$ cat src/rtl/qpd_defs.vh
// constants for the quad pot serial command decoder
`ifndef QPD_DEFS_VH
`define QPD_DEFS_VH
// address byte type field, arbitrary neutral value
`define QPD_TYPE_ID        4'h0a
// instruction opcodes (upper nibble)
`define QPD_OP_RD_WIPER    4'h9
`define QPD_OP_WR_WIPER    4'ha
`define QPD_OP_RD_PRESET   4'hb
`define QPD_OP_WR_PRESET   4'hc
`define QPD_OP_PRE2WIP     4'hd
`define QPD_OP_WIP2PRE     4'he
`define QPD_OP_STEP        4'h2
// field positions inside the instruction byte
`define QPD_OP_MSB         7
`define QPD_OP_LSB         4
`define QPD_PRE_MSB        3
`define QPD_PRE_LSB        2
`define QPD_POT_MSB        1
`define QPD_POT_LSB        0
// reset values and wiper step limits
`define QPD_PRESET_RST     8'h80
`define QPD_WIPER_MAX      8'hff
`define QPD_WIPER_MIN      8'h00
// nonvolatile write time and clock rate
`define QPD_NV_WRITE_MS    10
`define QPD_CLK_KHZ        125000
`define QPD_NV_CYCLES      (`QPD_NV_WRITE_MS * `QPD_CLK_KHZ)
`endif

$ cat src/rtl/qpd_sync.v
// two flip-flop synchroniser with edge outputs
`timescale 1ns/1ps
module qpd_sync (
   input  wire clk_i,
   input  wire sys_rst_i,
   input  wire en_i,
   input  wire d_i,
   output reg  q_o,
   output wire rise_o,
   output wire fall_o
);
   reg meta_q;
   reg sync_q;
   always @(posedge clk_i or posedge sys_rst_i) begin
      if (sys_rst_i) begin
         meta_q <= 1'b1;
         sync_q <= 1'b1;
         q_o    <= 1'b1;
      end else if (en_i) begin
         meta_q <= d_i;
         sync_q <= meta_q;
         q_o    <= sync_q;
      end
   end
   assign rise_o = sync_q & ~q_o;
   assign fall_o = ~sync_q & q_o;
endmodule

$ cat src/rtl/qpd_top.v
// quad pot two-wire command decoder, device side
`timescale 1ns/1ps
`include "qpd_defs.vh"
module qpd_top #(
   parameter NV_CYCLES = `QPD_NV_CYCLES
) (
   input  wire        clk_i,
   input  wire        sys_rst_i,
   input  wire        clk_en_i,
   input  wire        scl_i,
   input  wire        sda_i,
   input  wire [3:0]  device_select_bits_i,
   output reg         sda_o,
   output reg         sda_oe_o,
   output reg  [31:0] wiper_position_o,
   output reg         nv_busy_o
);
   //*****************************************
   // state codes
   //*****************************************
   localparam ST_IDLE = 3'd0;
   localparam ST_ADDR = 3'd1;
   localparam ST_INST = 3'd2;
   localparam ST_WDAT = 3'd3;
   localparam ST_RDAT = 3'd4;
   localparam ST_STEP = 3'd5;
   localparam ST_WAIT = 3'd6;

   //*****************************************
   // pin synchronisers
   //*****************************************
   wire scl_s, scl_rise, scl_fall;
   wire sda_s, sda_rise, sda_fall;
   qpd_sync u_scl (
      .clk_i     (clk_i),
      .sys_rst_i (sys_rst_i),
      .en_i      (clk_en_i),
      .d_i       (scl_i),
      .q_o       (scl_s),
      .rise_o    (scl_rise),
      .fall_o    (scl_fall)
   );
   qpd_sync u_sda (
      .clk_i     (clk_i),
      .sys_rst_i (sys_rst_i),
      .en_i      (clk_en_i),
      .d_i       (sda_i),
      .q_o       (sda_s),
      .rise_o    (sda_rise),
      .fall_o    (sda_fall)
   );
   wire start_c = scl_s & sda_fall;
   wire stop_c  = scl_s & sda_rise;

   //*****************************************
   // storage
   //*****************************************
   reg [7:0]  preset_q [0:15];
   reg [7:0]  wiper_q  [0:3];
   reg [2:0]  state_q;
   reg [3:0]  bit_q;
   reg [7:0]  shift_q;
   reg [7:0]  inst_q;
   reg        ack_ph_q;
   reg        step_arm_q;
   reg        step_up_q;
   reg        pend_nv_q;
   reg        pend_xfr_q;
   reg [7:0]  nv_data_q;
   reg [31:0] nv_cnt_q;
   reg [3:0]  dev_sel_q;
   reg        init_q;

   function [3:0] pidx;
      input [7:0] ins;
      pidx = {ins[`QPD_POT_MSB:`QPD_POT_LSB],
              ins[`QPD_PRE_MSB:`QPD_PRE_LSB]};
   endfunction

   wire [3:0] op_c  = shift_q[`QPD_OP_MSB:`QPD_OP_LSB];
   wire [1:0] pot_c = inst_q[`QPD_POT_MSB:`QPD_POT_LSB];
   wire [3:0] pi_c  = pidx(inst_q);
   wire [3:0] iop_c = inst_q[`QPD_OP_MSB:`QPD_OP_LSB];
   wire       busy_c = (nv_cnt_q != 32'h0000_0000);

   integer k;
   always @(posedge clk_i or posedge sys_rst_i) begin
      if (sys_rst_i) begin
         for (k = 0; k < 16; k = k + 1)
            preset_q[k] <= `QPD_PRESET_RST;
         for (k = 0; k < 4; k = k + 1)
            wiper_q[k] <= `QPD_WIPER_MIN;
         state_q    <= ST_IDLE;
         bit_q      <= 4'h0;
         shift_q    <= 8'h00;
         inst_q     <= 8'h00;
         ack_ph_q   <= 1'b0;
         step_arm_q <= 1'b0;
         step_up_q  <= 1'b0;
         pend_nv_q  <= 1'b0;
         pend_xfr_q <= 1'b0;
         nv_data_q  <= 8'h00;
         nv_cnt_q   <= 32'h0000_0000;
         dev_sel_q  <= 4'h0;
         init_q     <= 1'b1;
         sda_o      <= 1'b0;
         sda_oe_o   <= 1'b0;
         wiper_position_o <= 32'h0000_0000;
         nv_busy_o  <= 1'b0;
      end else if (clk_en_i) begin
         if (init_q) begin
            init_q    <= 1'b0;
            dev_sel_q <= device_select_bits_i;
            for (k = 0; k < 4; k = k + 1)
               wiper_q[k] <= preset_q[k*4];
         end
         if (busy_c) begin
            nv_cnt_q <= nv_cnt_q - 32'h0000_0001;
            if (nv_cnt_q == 32'h0000_0001)
               preset_q[pi_c] <= nv_data_q;
         end
         if (start_c) begin
            state_q  <= ST_ADDR;
            bit_q    <= 4'h0;
            ack_ph_q <= 1'b0;
            sda_oe_o <= 1'b0;
            step_arm_q <= 1'b0;
         end else if (stop_c) begin
            state_q  <= ST_IDLE;
            sda_oe_o <= 1'b0;
            step_arm_q <= 1'b0;
            if (pend_nv_q)
               nv_cnt_q <= NV_CYCLES;
            if (pend_xfr_q)
               wiper_q[pot_c] <= preset_q[pi_c];
            pend_nv_q  <= 1'b0;
            pend_xfr_q <= 1'b0;
         end else if (scl_rise && !ack_ph_q) begin
            case (state_q)
               ST_ADDR, ST_INST, ST_WDAT: begin
                  shift_q <= {shift_q[6:0], sda_s};
                  bit_q   <= bit_q + 4'h1;
               end
               ST_RDAT: bit_q <= bit_q + 4'h1;
               ST_STEP: begin
                  step_arm_q <= 1'b1;
                  step_up_q  <= sda_s;
               end
               default: ;
            endcase
         end else if (scl_fall) begin
            if (ack_ph_q) begin
               ack_ph_q <= 1'b0;
               sda_oe_o <= 1'b0;
               bit_q    <= 4'h0;
               if (state_q == ST_RDAT) begin
                  sda_oe_o <= 1'b1;
                  sda_o    <= shift_q[7];
                  shift_q  <= {shift_q[6:0], 1'b0};
               end
            end else if (state_q == ST_RDAT) begin
               if (bit_q == 4'h8) begin
                  // single byte: release for the controller ack and stop
                  ack_ph_q <= 1'b1;
                  sda_oe_o <= 1'b0;
                  state_q  <= ST_WAIT;
               end else begin
                  sda_o   <= shift_q[7];
                  shift_q <= {shift_q[6:0], 1'b0};
               end
            end else if (state_q == ST_STEP) begin
               // a high phase counts only once it ends without a stop
               step_arm_q <= 1'b0;
               if (step_arm_q && step_up_q) begin
                  if (wiper_q[pot_c] != `QPD_WIPER_MAX)
                     wiper_q[pot_c] <= wiper_q[pot_c] + 8'h01;
               end else if (step_arm_q) begin
                  if (wiper_q[pot_c] != `QPD_WIPER_MIN)
                     wiper_q[pot_c] <= wiper_q[pot_c] - 8'h01;
               end
            end else if (bit_q == 4'h8) begin
               ack_ph_q <= 1'b1;
               case (state_q)
                  ST_ADDR: begin
                     if (shift_q[7:4] == `QPD_TYPE_ID &&
                         shift_q[3:0] == dev_sel_q && !busy_c) begin
                        sda_oe_o <= 1'b1;
                        sda_o    <= 1'b0;
                        state_q  <= ST_INST;
                     end else
                        state_q <= ST_WAIT;
                  end
                  ST_INST: begin
                     inst_q   <= shift_q;
                     sda_oe_o <= 1'b1;
                     sda_o    <= 1'b0;
                     case (op_c)
                        `QPD_OP_RD_WIPER: begin
                           state_q <= ST_RDAT;
                           shift_q <= wiper_q[shift_q[1:0]];
                        end
                        `QPD_OP_RD_PRESET: begin
                           state_q <= ST_RDAT;
                           shift_q <= preset_q[pidx(shift_q)];
                        end
                        `QPD_OP_WR_WIPER,
                        `QPD_OP_WR_PRESET: state_q <= ST_WDAT;
                        `QPD_OP_PRE2WIP: begin
                           pend_xfr_q <= 1'b1;
                           state_q    <= ST_WAIT;
                        end
                        `QPD_OP_WIP2PRE: begin
                           pend_nv_q <= 1'b1;
                           nv_data_q <= wiper_q[shift_q[1:0]];
                           state_q   <= ST_WAIT;
                        end
                        `QPD_OP_STEP: state_q <= ST_STEP;
                        default: begin
                           sda_oe_o <= 1'b0;
                           state_q  <= ST_WAIT;
                        end
                     endcase
                  end
                  ST_WDAT: begin
                     sda_oe_o <= 1'b1;
                     sda_o    <= 1'b0;
                     state_q  <= ST_WAIT;
                     if (iop_c == `QPD_OP_WR_WIPER)
                        wiper_q[pot_c] <= shift_q;
                     else begin
                        pend_nv_q <= 1'b1;
                        nv_data_q <= shift_q;
                     end
                  end
                  default: ;
               endcase
            end
         end
         wiper_position_o <= {wiper_q[3], wiper_q[2],
                              wiper_q[1], wiper_q[0]};
         nv_busy_o <= busy_c;
      end
   end
endmodule

$ cat config.mk
export PLATFORM = sky130hd
export DESIGN_NAME = qpd_top
export DESIGN_NICKNAME = d
export VERILOG_FILES = /design/src/rtl/qpd_sync.v /design/src/rtl/qpd_top.v
export VERILOG_INCLUDE_DIRS = /design/src /design/src/rtl
export SDC_FILE = /design/constraint.sdc
export NUM_CORES = 1
export LEC_CHECK = 0
export BUFFER_PORTS_ARGS = -buffer_cell sky130_fd_sc_hd__buf_2
export CORE_MARGIN = 2
export CORE_UTILIZATION = 45
export CTS_CLUSTER_DIAMETER = 50
export DETAILED_ROUTE_END_ITERATION = 10
export SETUP_SLACK_MARGIN = 0.4
export SYNTH_ARGS = -nofsm -noshare
export SYNTH_HDL_FRONTEND = slang
export SYNTH_SLANG_ARGS = --single-unit
$ cat constraint.sdc
create_clock -name clk_i -period 21.8 [get_ports clk_i]
set_clock_uncertainty 0.15 [all_clocks]
set_input_delay 1.09 -clock clk_i [delete_from_list [all_inputs] [get_ports clk_i]]
set_output_delay 1.09 -clock clk_i [all_outputs]
set_load 0.05 [all_outputs]
; ---- Word level (Yosys, flattened, before mapping)
; Index checks and enable logic that the tools add are counted.
[word_totals]
register_bits = 274
latch_bits = 0
mem_bits_rw = 0
rom_bits = 0
inputBits = 9
output_inout_bits = 35
elab_cells = 298
mem_count = 0
[classes]
add_sub_neg = 4
mul = 0
div_mod_pow = 0
order_cmp = 6
n_eq_ne = 43
n_shift = 0
n_mux = 130
n_bitwise = 20
n_reduce_logical = 52
[ops]
columns = operator, count
row1 = 32-bit two-way mux, 21
row2 = 8-bit two-way mux, 22
row3 = 128-bit bitwise mux, 1
row4 = 32-bit bitwise mux, 4
row5 = 8-bit binary-select mux with 4-bit select, 2
row6 = 1-bit two-way mux, 53
row7 = 11-bit AND reduction, 3
row8 = 8-bit binary-select mux with 2-bit select, 2
row9 = 8-bit demux with 4-bit select, 1
row10 = 32-bit by 1-bit == test with 1-bit output (second input constant), 1
row11 = 4-bit == test (second input constant), 8
row12 = 8-bit one-hot mux with 2 select lines, 2
row13 = 32-bit nonzero test, 1
row14 = 32-bit by 1-bit subtractor with 32-bit output (second input constant), 1
row15 = 3-bit two-way mux, 10
row16 = 3-bit nonzero test, 9
row17 = 4-bit two-way mux, 6
row18 = 3-bit inequality test (second input constant), 7
row19 = 10-bit AND reduction, 2
row20 = 3-bit one-hot mux with 3 select lines, 2
row21 = 8-bit demux with 2-bit select, 1
row22 = 2-bit inequality test (second input constant), 8
row23 = 2-bit nonzero test, 8
row24 = 5-bit AND reduction, 3
row25 = other kinds (41), 77

; ---- Depth between registers and ports, before layout
; Gate-level depths: netlist of run 1.
[logic_depth]
depth_word = 16
mapped_depth = 13
depth_no_buf = 10

; ---- Modules after synthesis
; Synthesis of run 1 repeated with hierarchy kept, for this count alone.
[unflattened]
hier_cells = 1573
hier_area_um2 = 16906.2
[modules_own_cells]
columns = module, n_inst, cells_per_inst, area_per_inst_um2, seq_area_each_um2
row1 = qpd_top, 1, 1555, 16648.5, 6727.7
row2 = qpd_sync, 2, 9, 128.9, 78.8

; ---- Worst setup path before layout of run 1
; Ideal clock, no wire load.
[synth_path]
path_kind = input -> register
startpoint = input clk_en_i
endpoint = register nv_cnt_q[15]
setup_time_ns = 0.132
arrival_time_ns = 2.740
t_required_ns = 21.518
slack_ns = 18.778
stages = 7
path_buffers = 1
cell_sequence = clkbuf_1 clkinv_1 a41oi_1 nand3_1 or4_1 xor2_1 nor2_1
[synth_lines]
columns = element, line_no
row1 = from (decl), qpd_top.v:9  ; input wire clk_en_i,
row2 = to (signal assigned), qpd_top.v:118  ; nv_cnt_q <= nv_cnt_q - 32'h0000_0001;
row3 = to (decl), qpd_top.v:70  ; reg [31:0] nv_cnt_q;

; ---- Worst setup path in the final report of run 1
[layout_path]
startpoint = register inst_q[0]
endpoint = register wiper_q[1] (netlist name)
[layout_between]
elab_chain_len = 16
word_cells_on_any_way = 36
classes_between = 2 x add/sub / 2 x order compare / 1 x eq/ne / 27 x mux / 2 x bitwise / 2 x reduce/logical
[layout_rtl]
columns = element, line_no
row1 = from (decl), qpd_top.v:63  ; reg [7:0] inst_q;
row2 = from (signal assigned), qpd_top.v:194  ; inst_q <= shift_q;
row3 = 2-bit inverter with 3-bit output (implied by the code), n/a
row4 = "8-bit binary-select mux with 2-bit select, or another cell as far along", n/a
row5 = 8-bit two-way mux (implied by the code) / 1-bit logical AND (equally long branches), n/a
row6 = "8-bit two-way mux, on equally long branches", n/a
row7 = 8-bit by 1-bit subtractor with 8-bit output / 8-bit demux with 2-bit select (equally long branches), "qpd_top.v:179, qpd_top.v:135, qpd_top.v:176"
row8 = "32-bit bitwise mux, on equally long branches", "qpd_top.v:179, qpd_top.v:229"
row9 = "32-bit two-way mux, on equally long branches", "qpd_top.v:178, qpd_top.v:228"
row10 = "32-bit two-way mux, on equally long branches", "qpd_top.v:177, qpd_top.v:183"
row11 = "32-bit two-way mux, on equally long branches", "qpd_top.v:174, qpd_top.v:181"
row12 = 32-bit two-way mux, qpd_top.v:171  ; end else if (state_q == ST_STEP) begin
row13 = 32-bit two-way mux, qpd_top.v:161  ; end else if (state_q == ST_RDAT) begin
row14 = 32-bit two-way mux, qpd_top.v:152  ; if (ack_ph_q) begin
row15 = 32-bit two-way mux, qpd_top.v:151  ; end else if (scl_fall) begin
row16 = 32-bit two-way mux, qpd_top.v:138  ; end else if (scl_rise && !ack_ph_q) begin
row17 = 32-bit two-way mux *, qpd_top.v:128  ; end else if (stop_c) begin
row18 = 32-bit two-way mux *, qpd_top.v:122  ; if (start_c) begin
row19 = "to (signal, indexed assignment)", qpd_top.v:115  ; wiper_q[k] <= preset_q[k*4];
row20 = "to (signal, indexed assignment)", qpd_top.v:135  ; wiper_q[pot_c] <= preset_q[pi_c];
row21 = "to (signal, indexed assignment)", qpd_top.v:176  ; wiper_q[pot_c] <= wiper_q[pot_c] + 8'h01;
row22 = to (decl), qpd_top.v:59  ; reg [7:0] wiper_q [0:3];
; Mark *: on every way between the ends. The rest lies on a longest branch, timed or not. The select of a mux whose other input is x is not followed.
; A chain may end at the register's enable or synchronous reset.

==> results of run 1 <==
==> where the power goes <==
part	internal [uW]	total (uW)	switching, uW
Combinational	271	789	518
Sequential	592	714	122
Clock	442	689	248
Total	1300	2190	888
==> layer usage <==
| layer | vias up | global-route usage (%) |
|---|---|---|
| li1 | 6062 | - |
| met1 | 6975 | 42.2 |
| met2 | 790 | 42.1 |
| met3 | 125 | 7.88 |
| met4 | 0 | 11.4 |
| met5 | - | 0 |
==> critical path, stage by stage (launching register included) <==
cell,delay (ns)
dfrtp_1,0.49
buf_4,0.33
mux4_2,0.69
inv_1,0.13
ha_1,0.15
inv_1,0.05
nor3_2,0.40
nand2_1,0.44
nand3_1,0.36
o221ai_1,0.17
a211oi_1,0.31
o21ai_0,0.12
==> cells in the final DEF, fill, tap and decap left out, drive strengths merged, types with 51 or more instances in the layout <==
cell type    n
nor2       120
a21oi       77
o21ai      129
mux4        87
mux2       188
clkbuf      51
dfrtp      251
mux2i       59
nand2      147
buf         70
==> layout make-up <==
type / count / share of cell area [%]
clock buffer: 51 / 5.97
clock inverter: 19 / 1.43
inverter: 21 / 0.451
multi-input combinational: 1182 / 50.6
sequential: 274 / 36.0
tap: 511 / 3.34
timing repair buffer: 70 / 2.26
==> flip-flops by register name, summed over array words and instances, names as in the netlist, 3 cells and up <==
name and flops:
preset_q 128, nv_cnt_q 32, wiper_position_o 32, wiper_q 32
inst_q 8, nv_data_q 8, shift_q 8, bit_q 4
dev_sel_q 4, state_q 3
==> cell families after synthesis <==
family                     count (synthesis)  synth area share, %
and+or+nand+nor                          434                 12.7
buffers and inverters                    140                 3.23
DFF                                      274                 40.2
muxes                                    334                 27.6
adders and majority gates                  7                0.511
xor gates and xnor gates                  41                 2.10
AOI/OAI and AO/OA                        366                 13.7
==> worst max-delay path by stage <==
stage | start | to | slack [ns] | cells after the start
after floorplan | sys_rst_i | ack_ph_q$_DFFE_PP0P_ | 13.05 | 1
after global placement | clk_en_i | nv_cnt_q[15]$_DFFE_PP0P_ | 17.83 | 7
after detailed placement | clk_en_i | nv_cnt_q[15]$_DFFE_PP0P_ | 17.79 | 7
after CTS | inst_q[0]$_DFFE_PP0P_ | wiper_q[1]$_DFFE_PP0P_ | 18.00 | 11
after global routing | inst_q[0]$_DFFE_PP0P_ | wiper_q[15]$_DFFE_PP0P_ | 17.70 | 11
final | inst_q[0]$_DFFE_PP0P_ | wiper_q[1]$_DFFE_PP0P_ | 17.89 | 11
==> per-stage QoR <==
stage | hold slack, ns | worst slack, ns | cells | total power, uW | utilization, %
floorplan | 0.312 | 13.05 | 1596 | 1250 | -
global placement | 0.334 | 17.83 | 2058 | 1480 | 47.2
detailed placement | 0.341 | 17.79 | 2058 | 1490 | 47.2
CTS | 0.353 | 18.00 | 2128 | 2190 | 51.0
global route | 0.366 | 17.70 | 2128 | 2290 | 51.0
finish | 0.347 | 17.89 | 2128 | 2190 | 51.0
==> impl_metrics.env, run 1 <==
export IMPL_hpwl_um=39100
export IMPL_grt_max_degree=183
export IMPL_io_buffers=43
export IMPL_routedWlPerCell_um=26.8
export IMPL_post_cts_hold_buffer_count=0
export IMPL_fp_dieArea_sq_um=39600
export IMPL_crit_arrival_ns=4.20
export IMPL_synth_lib_cells_used_distinct=73
export IMPL_die_w_um=199
export IMPL_drive_above_1_share_pct=28.9
export IMPL_post_route_drc_count=0
export IMPL_htreeDepth=2
export IMPL_grt_pass1_wl_um=86300
export IMPL_post_cts_setup_buffers=0
export IMPL_grt_usage_pct=29.3
export IMPL_cts_sink_count=274
export IMPL_wl_um=57000
export IMPL_final_min_clock_period_ns=3.91
export IMPL_p_leak_uw=0.00799
export IMPL_synth_ff_type="dfrtp_1"
export IMPL_setup_tns_ns=0
export IMPL_synth_edff_count=0
export IMPL_fin_area_sq_um=19200
export IMPL_cp_required_ns=22.09
export IMPL_worstSetupPathType="reg -> reg"
export IMPL_tightest_slew_ns=1.12
export IMPL_rows=71
export IMPL_clock_latency_ns=0.57
export IMPL_num_vias=13952
export IMPL_ys_seq_area_share_pct=40.2
export IMPL_final_nets=1603
export IMPL_slew_headroom_pct=25.1
export IMPL_cts_tree="yes"
export IMPL_layout_area_seq_sq_um=6890
export IMPL_place_area_sq_um=17700
export IMPL_antenna_found_initial=0
export IMPL_cp_start_kind="flip-flop"
export IMPL_grt_setup_unrepaired="false"
export IMPL_netlist_area_sq_um=17100
export IMPL_ys_warn_count=0
export IMPL_via_per_inst=6.56
export IMPL_start_util_pct=45.6
export IMPL_coreArea_sq_um=37600
export IMPL_drt_iter0_drc=1415
export IMPL_fmax_ghz=0.256
export IMPL_num_fill_cells=3316
export IMPL_drtAntennaViolNets=0
export IMPL_synth_common_cells="251 x dfrtp_1, 172 x mux2_2, 138 x nand2_1"
export IMPL_report_final_slew_viol_count=0
export IMPL_synth_seq_cells=274
export IMPL_hold_viol_final=0
export IMPL_pin_count=44
export IMPL_hold_start="nv_busy_o$_DFFE_PP0P_"
export IMPL_gp_congestion=1.00
export IMPL_outcome="finished, final reports clean"
export IMPL_hold_depth=1
export IMPL_first_pass_iters=6
export IMPL_synthCells=1596
export IMPL_synthTopCellsByArea="dfrtp_1 37%, mux4_2 11%, mux2_2 11%"
export IMPL_cts_root_buf="clkbuf_16"
export IMPL_hold_end="nv_busy_o$_DFFE_PP0P_"
export IMPL_met3_wirelength_um=6260
export IMPL_overflow=0
export IMPL_clock_path_buffers=3
export IMPL_ctsResizeCount=0
export IMPL_synth_most_common_cell="dfrtp_1"
export IMPL_synth_top_area_cell="dfrtp_1"
export IMPL_setup_viol=0
export IMPL_peakVddDrop_uv=60.0
export IMPL_cts_buffers=38
export IMPL_min_path_type="reg -> reg"
export IMPL_grt_pass1_vias=13219
export IMPL_reg2reg_from="inst_q[0]$_DFFE_PP0P_"
export IMPL_powerDensity_nw_per_um2=114
export IMPL_maxCapViolations=0
export IMPL_avgSynthCellArea_sq_um=10.7
export IMPL_synth_top_area_share_pct=36.7
export IMPL_route_met2_wl_um=24500
export IMPL_synthArstFlopShare_pct=100
export IMPL_die_height_um=199
export IMPL_highest_layer="met4"
export IMPL_antennaDiodeCount=0
export IMPL_wl_met1_um=24200
export IMPL_r2r_cells=11
export IMPL_worst_setup_path_end_kind="flip-flop"
export IMPL_syn_to_final_growth_pct=11.9
export IMPL_path_clk_slew_ns=0.06
export IMPL_cp_max_fo=18
export IMPL_r2r_end="wiper_q[1]$_DFFE_PP0P_"
export IMPL_syn_num_nets=1612
export IMPL_final_period_utilization_pct=17.9
export IMPL_multi_input_area_sq_um=9690
export IMPL_r2r_setup_slack_ns=17.89
Note: power is estimated with default switching activity, not from simulation.
==> run 2: changes to the inputs <==
--- a/config.mk
+++ b/config.mk
@@ -6,6 +6,7 @@
 export SDC_FILE = /design/constraint.sdc
 export NUM_CORES = 1
 export LEC_CHECK = 0
+export ABC_AREA = 1
 export BUFFER_PORTS_ARGS = -buffer_cell sky130_fd_sc_hd__buf_2
 export CORE_MARGIN = 2
 export CORE_UTILIZATION = 45
==> constraint.sdc (replaced) <==
create_clock -name clk_i -period 3.3 [get_ports clk_i]
set_clock_uncertainty 0.15 [all_clocks]
set_input_delay 0.165 -clock clk_i [delete_from_list [all_inputs] [get_ports clk_i]]
set_output_delay 0.165 -clock clk_i [all_outputs]
set_load 0.05 [all_outputs]
==> run 2 against run 1 <==
Net effect:
- synthesized area increased by 5.7%
- sequential power increased to 6.2 times the previous value
- worst setup slack got worse by 17 ns
- sequential cell count unchanged
- critical endpoint is now wiper_q[19]$_DFFE_PP0P_
==> impl_metrics.env, run 2 <==
export IMPL_final_min_clock_period_ns=2.85
export IMPL_min_path_type="in -> reg"
export IMPL_regMostFlops="preset_q"
export IMPL_synth_most_common_cell="nand2_1"
export IMPL_grt_setup_unrepaired="true"
export IMPL_layout_commonest_cell="nand2_1"
export IMPL_clock_path_buffers=3
export IMPL_pin_count=44
export IMPL_slew_headroom_pct=8.14
export IMPL_ys_warn_count=0
export IMPL_synth_edff_count=0
export IMPL_grt_usage_pct=32.8
export IMPL_grt_max_degree=83
export IMPL_die_height_um=205
export IMPL_fin_cells=3312
export IMPL_avgSynthCellArea_sq_um=6.67
export IMPL_hold_viol_final=0
export IMPL_outcome="finished, final reports clean"
export IMPL_fmax_ghz=0.351
export IMPL_setup_viol=0
export IMPL_coreArea_sq_um=39700
export IMPL_final_period_utilization_pct=86.3
export IMPL_place_inst=3212
export IMPL_gp_congestion=0.988
export IMPL_drtAntennaViolNets=0
export IMPL_clock_latency_ns=0.58
export IMPL_antenna_found_initial=1
export IMPL_synth_common_cells="888 x nand2_1, 437 x o21ai_0, 251 x dfrtp_1"
export IMPL_ys_seq_area_share_pct=38.0
export IMPL_syn_to_final_growth_pct=16.1
export IMPL_grt_pass1_wl_um=106000
export IMPL_grt_busiest_layer="met1"
export IMPL_synthArstFlopShare_pct=100
export IMPL_post_route_drc_count=0
export IMPL_routedWlPerCell_um=20.7
export IMPL_use_met2_pct=46.5
export IMPL_synth_top_area_cell="dfrtp_1"
export IMPL_path_clk_slew_ns=0.06
export IMPL_grt_pass1_vias=17411
export IMPL_final_nets=2770
export IMPL_place_area_sq_um=19100
export IMPL_synthTopCellsByArea="dfrtp_1 35%, nand2_1 18%, o21ai_0 12%"
export IMPL_largest_register_ff_count=128
export IMPL_worstSetupPathType="reg -> reg"
export IMPL_peakVddDrop_uv=375
export IMPL_hpwl_um=47700
export IMPL_cp_required_ns=3.62
export IMPL_wl_um=68600
export IMPL_synthCells=2715
export IMPL_grtUsageMet1_pct=48.8
export IMPL_die_w_um=205
export IMPL_start_util_pct=45.6
export IMPL_powerDensity_nw_per_um2=766
export IMPL_cts_sink_count=274
export IMPL_cts_tree="yes"
export IMPL_grt_use_met3_pct=6.44
export IMPL_netlist_area_sq_um=18100
export IMPL_drt_iter0_drc=2376
export IMPL_via_per_inst=5.85
export IMPL_final_cell_mix="882 x nand2_1, 437 x o21ai_0, 246 x dfrtp_1"
export IMPL_rows=73
export IMPL_cp_max_fo=29
export IMPL_overflow=0
export IMPL_io_buffers=43
export IMPL_cp_start_kind="flip-flop"
export IMPL_drive_above_1_share_pct=11.8
export IMPL_fp_dieArea_sq_um=41900
export IMPL_synth_ff_type="dfrtp_1"
export IMPL_first_pass_iters=6
export IMPL_maxCapViolations=0
export IMPL_synth_lib_cells_used_distinct=46
export IMPL_synth_top_area_share_pct=34.7
export IMPL_fin_area_sq_um=21000
export IMPL_worst_setup_path_end_kind="flip-flop"
export IMPL_cts_buffers=41
export IMPL_tightest_slew_ns=1.38
export IMPL_report_final_slew_viol_count=0
export IMPL_num_vias=19378
export IMPL_htreeDepth=2
export IMPL_total_power_uw=16100
export IMPL_crit_arrival_ns=3.17
export IMPL_p_leak_uw=0.00962
export IMPL_syn_num_nets=2731
export IMPL_synth_seq_cells=274
export IMPL_cts_root_buf="clkbuf_16"
## run 2: changes by cell type in the layout (fill, tap and decap cells not counted), moves of 25 or more
| cell | previous run | this run |
|---|---|---|
| nand2_1 | 138 | 882 |
| o21ai_0 | 125 | 437 |
| inv_1 | 19 | 219 |
| mux2_2 | 172 | 4 |
| a21oi_1 | 77 | 211 |
| nand3_1 | 27 | 134 |
| mux4_2 | 87 | 0 |
| buf_4 | 27 | 97 |
| mux2i_1 | 59 | 0 |
| a22oi_1 | 5 | 32 |
| a221oi_1 | 27 | 1 |
| xnor2_1 | 28 | 3 |
## run 2: power breakdown
group / internal, uW / switching (uW)
clock: 3060 / 1780
combinational: 1980 / 4850
sequential: 3820 / 604
total: 8860 / 7240
## run 2: worst paths after layout
check / start / to / slack, ns / depth (start not counted)
worst min-delay path: sda_i / u_sda.meta_q$_DFFE_PP1P_ / 0.18 / 4
min in group asynchronous: sys_rst_i / nv_cnt_q[21]$_DFFE_PP0P_ / 0.20 / 3
worst max-delay path: state_q[1]$_DFFE_PP0P_ / wiper_q[19]$_DFFE_PP0P_ / 0.45 / 11
worst min register to register: u_scl.meta_q$_DFFE_PP1P_ / u_scl.meta_q$_DFFE_PP1P_ / 0.31 / 2
worst max register to register: state_q[1]$_DFFE_PP0P_ / wiper_q[19]$_DFFE_PP0P_ / 0.45 / 11
max in group asynchronous: sys_rst_i / preset_q[15]$_DFFE_PP1P_ / 1.84 / 4
## run 2: layout make-up
type,instances,area [sq um]
diodes,1,2.50
clock buffers,52,1120
clock inverters,23,374
fillers,3997,18700
inverters,228,870
multi-input cells,2047,9830
flip-flops and latches,274,6890
well taps,525,657
repair buffers,162,1290
## run 2: repair_timing
action / CTS / global route
hold buffers: 8 / 0
gates resized for setup: 6 / 40
setup endpoints to repair: 58 / 144
cloned: 0 / 2
endpoints found under the hold margin: 38 / 0
buffers inserted: 0 / 14
pin swaps: 0 / 4
## run 2: routing by layer
layer | up-vias | wire length, um | share of wire [%]
li1 | 9086 | - | -
met1 | 9136 | 30600 | 45
met2 | 1017 | 28500 | 41
met3 | 139 | 7040 | 10
met4 | 0 | 2530 | 3.7
met5 | - | 0 | 0
## run 2: through the flow
stage          hold slack [ns]  setup TNS [ns]  setup WS (ns)  utilization, %
3_3_place_gp             0.220               0          0.289            48.1
4_1_cts                  0.177               0          0.426            52.1
3_5_place_dp             0.231               0          0.282            48.1
6_report                 0.183               0          0.451            52.9
5_1_grt                  0.212               0          0.277            52.9
2_1_floorplan            0.111         -155.52         -0.620               -
## run 2: critical path: stages (launching register included)
cell and delay [ns]:
dfrtp_1 0.42, nor2_1 0.21, nand2_1 0.16, nand2_1 0.12, nor2_2 0.05, inv_1 0.97, buf_4 0.33, a21oi_1 0.08
nand2_1 0.11, nand2_1 0.05, nand2_1 0.05, nand2_1 0.04
## run 2: kinds of logic after synthesis
family,synth area share (%)
DFF,38.0
adders and majority gates,0.484
AOI/OAI and AO/OA,23.2
muxes,0.249
xor gates and xnor gates,0.968
buffers and inverters,8.85
and+or+nand+nor,28.2
